**src/blm_cfg.svh**
```systemverilog
`ifndef BLM_CFG_SVH
`define BLM_CFG_SVH

// Register offsets on the internal register port
`define BLM_OFS_FLAGS 8'h04
`define BLM_OFS_PINSEL 8'h0b
`define BLM_OFS_LIM_A 8'h16
`define BLM_OFS_LIM_B 8'h1c

// Reset values
`define BLM_RST_PINSEL 16'h0000
`define BLM_RST_LIM 16'h0000
`define BLM_RST_FLAGS 8'h00

// Field positions
`define BLM_THR_HI 13
`define BLM_THR_LO 0
`define BLM_CNT_HI 15
`define BLM_CNT_LO 14
`define BLM_SEL0_HI 4
`define BLM_SEL0_LO 0
`define BLM_SEL1_HI 12
`define BLM_SEL1_LO 8
`define BLM_PINSEL_MASK 16'h1f1f

// Pin alternate select codes
`define BLM_ALT_SLOT_A 5'h10
`define BLM_ALT_SLOT_B 5'h1a
`define BLM_ALT_ALL 5'h1b
`define BLM_ALT_ALL_INT 5'h1c

// Exceedance counts per count-limit code, and counter ceiling
`define BLM_CNT_ONE 5'h01
`define BLM_CNT_FOUR 5'h04
`define BLM_CNT_SIXTEEN 5'h10
`define BLM_CNT_MAX 5'h10

// Subtract positions in the four-pulse float LED sequence
`define BLM_POS_FIRST 2'h0
`define BLM_POS_FOURTH 2'h3

`endif

```
**src/blm_pkg.sv**
```systemverilog
package blm_pkg;

    // Count-limit codes
    typedef enum logic [1:0] {
        BLM_LIM_NEVER = 2'b00,
        BLM_LIM_ONE = 2'b01,
        BLM_LIM_FOUR = 2'b10,
        BLM_LIM_SIXTEEN = 2'b11
    } blm_limit_e;

    typedef logic [13:0] blm_adc_t;
    typedef logic [4:0] blm_cnt_t;
    typedef logic [4:0] blm_altsel_t;

endpackage

```
**src/blm_top.sv**
```systemverilog
// What this block does
// Compared value is raw ADC output minus that channel's offset register.
// Comparison happens only in float LED subtract cycles, never add cycles.
// Subtract cycles are pulse positions with LED masked: background only.
// Each slot channel counts subtract cycles where result exceeds threshold.
// Count-limit code: 0 never, 1 after one, 2 after four, 3 after sixteen.
// Flag byte: bits 3..0 slot A channels, bits 7..4 slot B channels.
// Reading the flag register clears every flag bit except one being set in that same cycle.
// Threshold is bits 13..0 of the slot A and slot B limit registers.
// Count-limit code is bits 15..14 of those same per-slot registers.
// Pin 0 select codes route OR of slot A, slot B, all, all plus interrupt.
// Pin 1 select sits in bits 12..8, same codes, drives pin 1.
// Host polls flags or watches a pin to retune under bright ambient light.
// Four-pulse sequence adds pulses two and three, subtracts one and four.
// Counter clears on flag read and reset, and saturates without wrapping.
`timescale 1ns/10ps
`default_nettype none
`include "blm_cfg.svh"

module blm_top
    import blm_pkg::*;
(
    input wire logic clock, // 20 MHz sample clock
    input wire logic rst_n, // Async reset, active low
    input wire logic [7:0] reg_addr, // Register offset
    input wire logic reg_wr, // Write strobe, one cycle
    input wire logic reg_rd, // Read strobe, one cycle
    input wire logic [15:0] reg_wdata, // Write data
    output logic [15:0] reg_rdata, // Read data, valid cycle after strobe
    input wire logic sample_valid, // ADC result strobe, one cycle
    input wire logic sample_slot, // Time slot, 0 = A, 1 = B
    input wire logic [1:0] sample_chan, // Channel 1..4 as 0..3
    input wire logic [1:0] pulse_pos, // Position in the four-pulse sequence
    input wire logic float_led_mode, // Float LED mode active
    input wire blm_adc_t adc_raw, // Raw ADC output
    input wire blm_adc_t adc_offset, // Offset register of this channel
    input wire logic dev_int, // Device interrupt level
    output logic gpio0_alt, // Pin 0 alternate function level
    output logic gpio1_alt // Pin 1 alternate function level
);

    logic rst_meta_r;
    logic rst_sync_r;
    logic rst_sync_n;
    logic [15:0] pinsel_r;
    logic [15:0] pinsel_nxt;
    logic [15:0] lim_a_r;
    logic [15:0] lim_a_nxt;
    logic [15:0] lim_b_r;
    logic [15:0] lim_b_nxt;
    logic [7:0] hit_r;
    logic [7:0] hit_nxt;
    logic [7:0] flags;
    logic [15:0] rdata_r;
    logic [15:0] rdata_nxt;
    logic gpio0_r;
    logic gpio0_nxt;
    logic gpio1_r;
    logic gpio1_nxt;
    logic [14:0] diff;
    logic sub_cycle;
    logic exceed;
    logic flags_rd;
    blm_adc_t thr;

    // Reset release through two flops
    always_ff @(posedge clock or negedge rst_n) begin
        if (!rst_n) begin
            rst_meta_r <= 1'b0;
            rst_sync_r <= 1'b0;
        end else begin
            rst_meta_r <= 1'b1;
            rst_sync_r <= rst_meta_r;
        end
    end

    assign rst_sync_n = rst_sync_r;

    // Register writes
    always_comb begin
        pinsel_nxt = pinsel_r;
        lim_a_nxt = lim_a_r;
        lim_b_nxt = lim_b_r;
        if (reg_wr) begin
            case (reg_addr)
                // pin select fields
                `BLM_OFS_PINSEL: pinsel_nxt = reg_wdata & `BLM_PINSEL_MASK;
                // per-slot limit
                `BLM_OFS_LIM_A: lim_a_nxt = reg_wdata;
                `BLM_OFS_LIM_B: lim_b_nxt = reg_wdata;
                default: pinsel_nxt = pinsel_r;
            endcase
        end
    end

    always_ff @(posedge clock or negedge rst_sync_n) begin
        if (!rst_sync_n) begin
            pinsel_r <= `BLM_RST_PINSEL;
            lim_a_r <= `BLM_RST_LIM;
            lim_b_r <= `BLM_RST_LIM;
        end else begin
            pinsel_r <= pinsel_nxt;
            lim_a_r <= lim_a_nxt;
            lim_b_r <= lim_b_nxt;
        end
    end

    // Offset correction, subtract-cycle gating and compare
    always_comb begin
        // threshold field of the sample's slot
        thr = sample_slot ? lim_b_r[`BLM_THR_HI:`BLM_THR_LO] : lim_a_r[`BLM_THR_HI:`BLM_THR_LO];
        // raw minus offset
        diff = {1'b0, adc_raw} - {1'b0, adc_offset};
        // first and fourth pulses
        sub_cycle = float_led_mode
            && (pulse_pos == `BLM_POS_FIRST || pulse_pos == `BLM_POS_FOURTH);
        exceed = !diff[14] && (diff[13:0] > thr);
        hit_nxt = 8'h00;
        // one bit per slot channel
        if (sample_valid && sub_cycle && exceed) begin
            hit_nxt[{sample_slot, sample_chan}] = 1'b1;
        end
    end

    always_ff @(posedge clock or negedge rst_sync_n) begin
        if (!rst_sync_n) begin
            hit_r <= 8'h00;
        end else begin
            hit_r <= hit_nxt;
        end
    end

    // read strobe of the flag register
    assign flags_rd = reg_rd && (reg_addr == `BLM_OFS_FLAGS);

    // One counter and flag per slot channel
    genvar gi;
    generate
        for (gi = 0; gi < 8; gi++) begin : g_chan
            blm_chan_counter u_cnt (
                .clock(clock),
                .rst_n(rst_sync_n),
                .hit(hit_r[gi]),
                .clr(flags_rd),
                .limit(blm_limit_e'(gi < 4 ? lim_a_r[`BLM_CNT_HI:`BLM_CNT_LO]
                    : lim_b_r[`BLM_CNT_HI:`BLM_CNT_LO])),
                .flag(flags[gi])
            );
        end
    endgenerate

    // Pin alternate function decode
    function automatic logic alt_level(input blm_altsel_t sel, input logic [7:0] f,
        input logic irq);
        logic lvl;
        lvl = 1'b0;
        case (sel)
            `BLM_ALT_SLOT_A: lvl = |f[3:0];
            `BLM_ALT_SLOT_B: lvl = |f[7:4];
            `BLM_ALT_ALL: lvl = |f;
            `BLM_ALT_ALL_INT: lvl = (|f) | irq;
            default: lvl = 1'b0;
        endcase
        return lvl;
    endfunction

    // Read data and pin levels
    always_comb begin
        // pin 0 select
        gpio0_nxt = alt_level(pinsel_r[`BLM_SEL0_HI:`BLM_SEL0_LO], flags, dev_int);
        // pin 1 select
        gpio1_nxt = alt_level(pinsel_r[`BLM_SEL1_HI:`BLM_SEL1_LO], flags, dev_int);
        rdata_nxt = rdata_r;
        if (reg_rd) begin
            case (reg_addr)
                // flag byte in low bits
                `BLM_OFS_FLAGS: rdata_nxt = {8'h00, flags};
                `BLM_OFS_PINSEL: rdata_nxt = pinsel_r;
                `BLM_OFS_LIM_A: rdata_nxt = lim_a_r;
                `BLM_OFS_LIM_B: rdata_nxt = lim_b_r;
                default: rdata_nxt = 16'h0000;
            endcase
        end
    end

    always_ff @(posedge clock or negedge rst_sync_n) begin
        if (!rst_sync_n) begin
            rdata_r <= 16'h0000;
            gpio0_r <= 1'b0;
            gpio1_r <= 1'b0;
        end else begin
            rdata_r <= rdata_nxt;
            gpio0_r <= gpio0_nxt;
            gpio1_r <= gpio1_nxt;
        end
    end

    assign reg_rdata = rdata_r;
    assign gpio0_alt = gpio0_r;
    assign gpio1_alt = gpio1_r;
endmodule
`default_nettype wire

```
**src/blm_chan_counter.sv**
```systemverilog
`timescale 1ns/10ps
`default_nettype none
`include "blm_cfg.svh"

module blm_chan_counter
    import blm_pkg::*;
(
    input wire logic clock, // System clock
    input wire logic rst_n, // Synchronised reset, active low
    input wire logic hit, // Exceedance seen this cycle
    input wire logic clr, // Flag read, clears flag and counter
    input wire blm_limit_e limit, // Count-limit code of the slot
    output logic flag // Sticky background flag
);

    blm_cnt_t cnt_r;
    blm_cnt_t cnt_nxt;
    blm_cnt_t cnt_base;
    blm_cnt_t target;
    logic flag_r;
    logic flag_nxt;
    logic set;

    // Next count, threshold target and sticky flag
    always_comb begin
        // clear on read
        cnt_base = clr ? 5'h00 : cnt_r;
        // saturating count
        cnt_nxt = cnt_base;
        if (hit && cnt_base != `BLM_CNT_MAX) begin
            cnt_nxt = cnt_base + 5'h01;
        end
        // limit code decode
        case (limit)
            BLM_LIM_ONE: target = `BLM_CNT_ONE;
            BLM_LIM_FOUR: target = `BLM_CNT_FOUR;
            BLM_LIM_SIXTEEN: target = `BLM_CNT_SIXTEEN;
            default: target = 5'h00;
        endcase
        set = hit && (limit != BLM_LIM_NEVER) && (cnt_nxt >= target);
        // set wins over clear
        flag_nxt = (flag_r & ~clr) | set;
    end

    // State registers
    always_ff @(posedge clock or negedge rst_n) begin
        if (!rst_n) begin
            cnt_r <= 5'h00;
            flag_r <= 1'b0;
        end else begin
            cnt_r <= cnt_nxt;
            flag_r <= flag_nxt;
        end
    end

    assign flag = flag_r;

    // Checker helper: exceedances seen since the last read while the code stays at four
    logic [2:0] four_seen_r;
    logic [2:0] four_seen_nxt;
    always_comb begin
        four_seen_nxt = four_seen_r;
        if (clr || limit != BLM_LIM_FOUR) begin
            four_seen_nxt = {2'h0, hit && (limit == BLM_LIM_FOUR)};
        end else if (hit && four_seen_r != 3'h4) begin
            four_seen_nxt = four_seen_r + 3'h1;
        end
    end

    // Checker helper register
    always_ff @(posedge clock or negedge rst_n) begin
        if (!rst_n) begin
            four_seen_r <= 3'h0;
        end else begin
            four_seen_r <= four_seen_nxt;
        end
    end
endmodule
`default_nettype wire

```
**config.mk**
```make
export PLATFORM = sky130hd
export DESIGN_NAME = blm_top
export DESIGN_NICKNAME = d
export VERILOG_FILES = /design/src/blm_pkg.sv /design/src/blm_top.sv /design/src/blm_chan_counter.sv
export VERILOG_INCLUDE_DIRS = /design/src
export SDC_FILE = /design/constraint.sdc
export NUM_CORES = 1
export LEC_CHECK = 0
export ABC_CLOCK_PERIOD_IN_PS = 4150
export CAP_MARGIN = 15
export CELL_PAD_IN_SITES_DETAIL_PLACEMENT = 0
export CELL_PAD_IN_SITES_GLOBAL_PLACEMENT = 1
export CORE_UTILIZATION = 51
export DETAILED_ROUTE_END_ITERATION = 16
export DONT_BUFFER_PORTS = 1
export GPL_ROUTABILITY_DRIVEN = 1
export PLACE_DENSITY_LB_ADDON = 0.15
export SYNTH_ARGS = -nofsm -noshare
export SYNTH_HDL_FRONTEND = slang
export SYNTH_SLANG_ARGS = --single-unit
```
**constraint.sdc**
```tcl
create_clock -name clock -period 4.15 [get_ports clock]
set_input_delay 0.415 -clock clock [delete_from_list [all_inputs] [get_ports clock]]
set_output_delay 0.415 -clock clock [all_outputs]
set_load 0.03 [all_outputs]
```
==> results.ini <==
[power_and_ir_drop]
power_density_nw_per_um2=378
power.leakage_uw=0.00385
peakVddDrop_uv=336

[logic_synthesis]
syn_inst=735
synth_seq_cells=118
syn-num-nets=868
synth_top_cell_by_area=dfrtp_1
netlist_top_cells_area=dfrtp_1, ha_1, mux2_2
synth_ff_type=dfrtp_1
ys_seq_area_frac=0.390
synthArstFlopShare=1.00
ys.warnings.count=0
synth.avg_cell_area_um2=10.3
synth.distinct_cells=75
synth_top_area_share=0.390
synth_edf_count=0
synth.cell_area_um2=7570

[clocking]
htree_levels=4
numCtsBuffers=17
clk_latency_ns=0.43
path_clk_slew_ns=0.06
cts-resized-gates=0
clock_sinks=118
clockBufferDepth=2
root_buffer=clkbuf_16
cts_tree=built

[detailed_routing]
postRouteAntennaNets=0
vias_per_cell=6.34
wl_per_cell_um=19.9
vias=5955
drt_wl_total_um=18700
first_pass_iters=5
drt-initial-drc-count=378
remaining_drc_errors=0

[grt]
grt_pass1_vias=5862
grt_max_degree=43
grt.total_usage=0.260
grt_pass1_wl_um=29900
antenna_found_initial=0
grt_overflow_total=0

[finish]
nets=875
fin_cells=939
syn2layout_area_growth_pct=10.9
final_common_cell=dfrtp_1
layout-drive-gt1-share=0.152
n_antenna_cell=0
layout_common_cells=dfrtp_1, ha_1, nor2_1

[worst_setup_path]
endpoint_kind=flip-flop
cp_common_cell=ha_1
slowest_delay_ns=0.57
critPathKind=input port to flip-flop
cp.required_ns=4.42
crit_chain=inv_1 -> ha_1 -> fa_1 -> nor2b_1 -> o31a_1 -> o221a_2 -> a21oi_1 -> xnor2_1 -> ha_1 -> nand3_1 -> nor4_1 -> a21boi_0 -> o31ai_1 -> a2111oi_0
r2r_slack_ns=1.19
start_kind=input port
slowest_stage=a21oi_1
crit_fanout=9
critPathArrivalTime_ns=3.94

[sta]
setup_tns_ns=0
final-max-slew-violation-count=0
finalClockSkew_ns=0.0127
min_period_ns=3.66
worst_slew_pin_slew_ns=0.801
min_period_over_period=0.883
max_freq_mhz=273
finalSetupViolCount=0
rsz0062_at_grt=false
hold_viol=0
relSlewSlack=0.462

[die]
core_area_um2=14500
die_area_um2=15300
num_rows=44
dieWidth_um=124
ios=82
start_util=0.521
fp.dieH_um=124

[placement]
dp.cells=906
port_buffers=0
hpwlAfterDp_um=13800
gp_congestion=0.841

[job]
maxCapViolCount=0

[min_path]
hold_path.class=input port to flip-flop

[run_status]
status=finished, final reports clean

-- state kept, by name, indices dropped and copies added (netlist names) --
signal              flops
lim_a_r                16
hit_r                   8
pinsel_r               10
g_chan.u_cnt.cnt_r     40
gpio0_alt               1
g_chan.u_cnt.flag       8
reg_rdata              16
rst_meta_r              1
lim_b_r                16
gpio1_alt               1
rst_sync_n              1
-- cell usage after synthesis (8+ instances only) --
cell	count
a21o_1	12
nand2_1	48
a222oi_1	8
nor2_1	50
nand4_1	16
mux2i_1	14
a22oi_1	16
mux2_2	33
xor2_1	18
nor2b_1	21
a2111oi_0	8
o221a_2	11
o221ai_1	15
o21ai_0	15
inv_1	46
o2bb2ai_1	11
ha_1	68
mux2_1	10
or2_2	8
clkbuf_1	14
nand2b_1	9
a21oi_1	18
dfrtp_1	118
nand3_1	13
-- area by class of cell --
class | instances | area, µm²
fillers | 1245 | 6140
multi-input cells | 543 | 4320
well taps | 184 | 230
clock inverters | 12 | 153
inverters | 46 | 173
clock buffers | 20 | 447
flip-flops and latches | 118 | 2960
repair buffers | 16 | 123
-- cells by family after synthesis --
logic type               Yosys count  synth area share
XOR/XNOR                          25            0.0289
other                              1          0.000495
flip-flops                       118             0.390
AO/OA/AOI/OAI                    176             0.187
adder cells (fa/ha/maj)           69             0.115
AND/OR/NAND/NOR                  215             0.156
multiplexers                      57            0.0824
buffers and inverters             74            0.0403
-- stage by stage --
step / worst slack (ns) / power (µW) / area [µm²] / hold slack, ns / utilization
detailed placement: 0.0875 / 1690 / 7790 / 0.120 / 0.536
floorplan: 0.619 / 1590 / 7570 / 0.119 / -
global placement: 0.389 / 1670 / 7790 / 0.120 / 0.536
finish: 0.486 / 3180 / 8400 / 0.0700 / 0.578
global route: 0.125 / 3320 / 8400 / 0.0503 / 0.578
CTS: 0.517 / 3200 / 8400 / 0.0470 / 0.578
-- worst max-delay path, delay by kind of cell --
kind / cells / cell delay, ns
AND/OR/NAND/NOR: 3 / 0.54
AO/OA/AOI/OAI: 6 / 2.03
adder cells (fa/ha/maj): 3 / 0.74
XOR/XNOR: 1 / 0.17
buffers and inverters: 1 / 0.04
-- power breakdown --
| part | leakage [µW] | switching, µW | internal (µW) |
|---|---|---|---|
| combinational | 0.00199 | 219 | 187 |
| sequential | 0.00158 | 66.1 | 1200 |
| clock | 0.000282 | 544 | 957 |
-- worst paths after layout --
path	start	end	cells after the start
worst min-delay path	sample_chan[0]	hit_r[0]$_DFF_PN0_	1
worst max register to register	g_chan[3].u_cnt.cnt_r[1]$_DFF_PN0_	g_chan[3].u_cnt.flag$_DFF_PN0_	11
max in group asynchronous	rst_sync_n$_DFF_PN0_	g_chan[0].u_cnt.cnt_r[3]$_DFF_PN0_	1
min in group asynchronous	rst_n	rst_sync_n$_DFF_PN0_	1
worst min register to register	rst_sync_n$_DFF_PN0_	lim_b_r[2]$_DFFE_PN0P_	0
worst max-delay path	adc_raw[0]	hit_r[2]$_DFF_PN0_	14
-- metal layers --
metal	track usage	share of wire	up-vias
met5	0	0	-
met4	0.117	0.022	0
met3	0.0591	0.047	27
met2	0.436	0.50	137
met1	0.317	0.43	3009
li1	-	-	2782
-- repair_timing --
action | in CTS | in global routing
hold endpoints to repair | 2 | 0
setup buffers | 0 | 0
hold buffers | 1 | 0
Power figures use the tool's default switching activity.
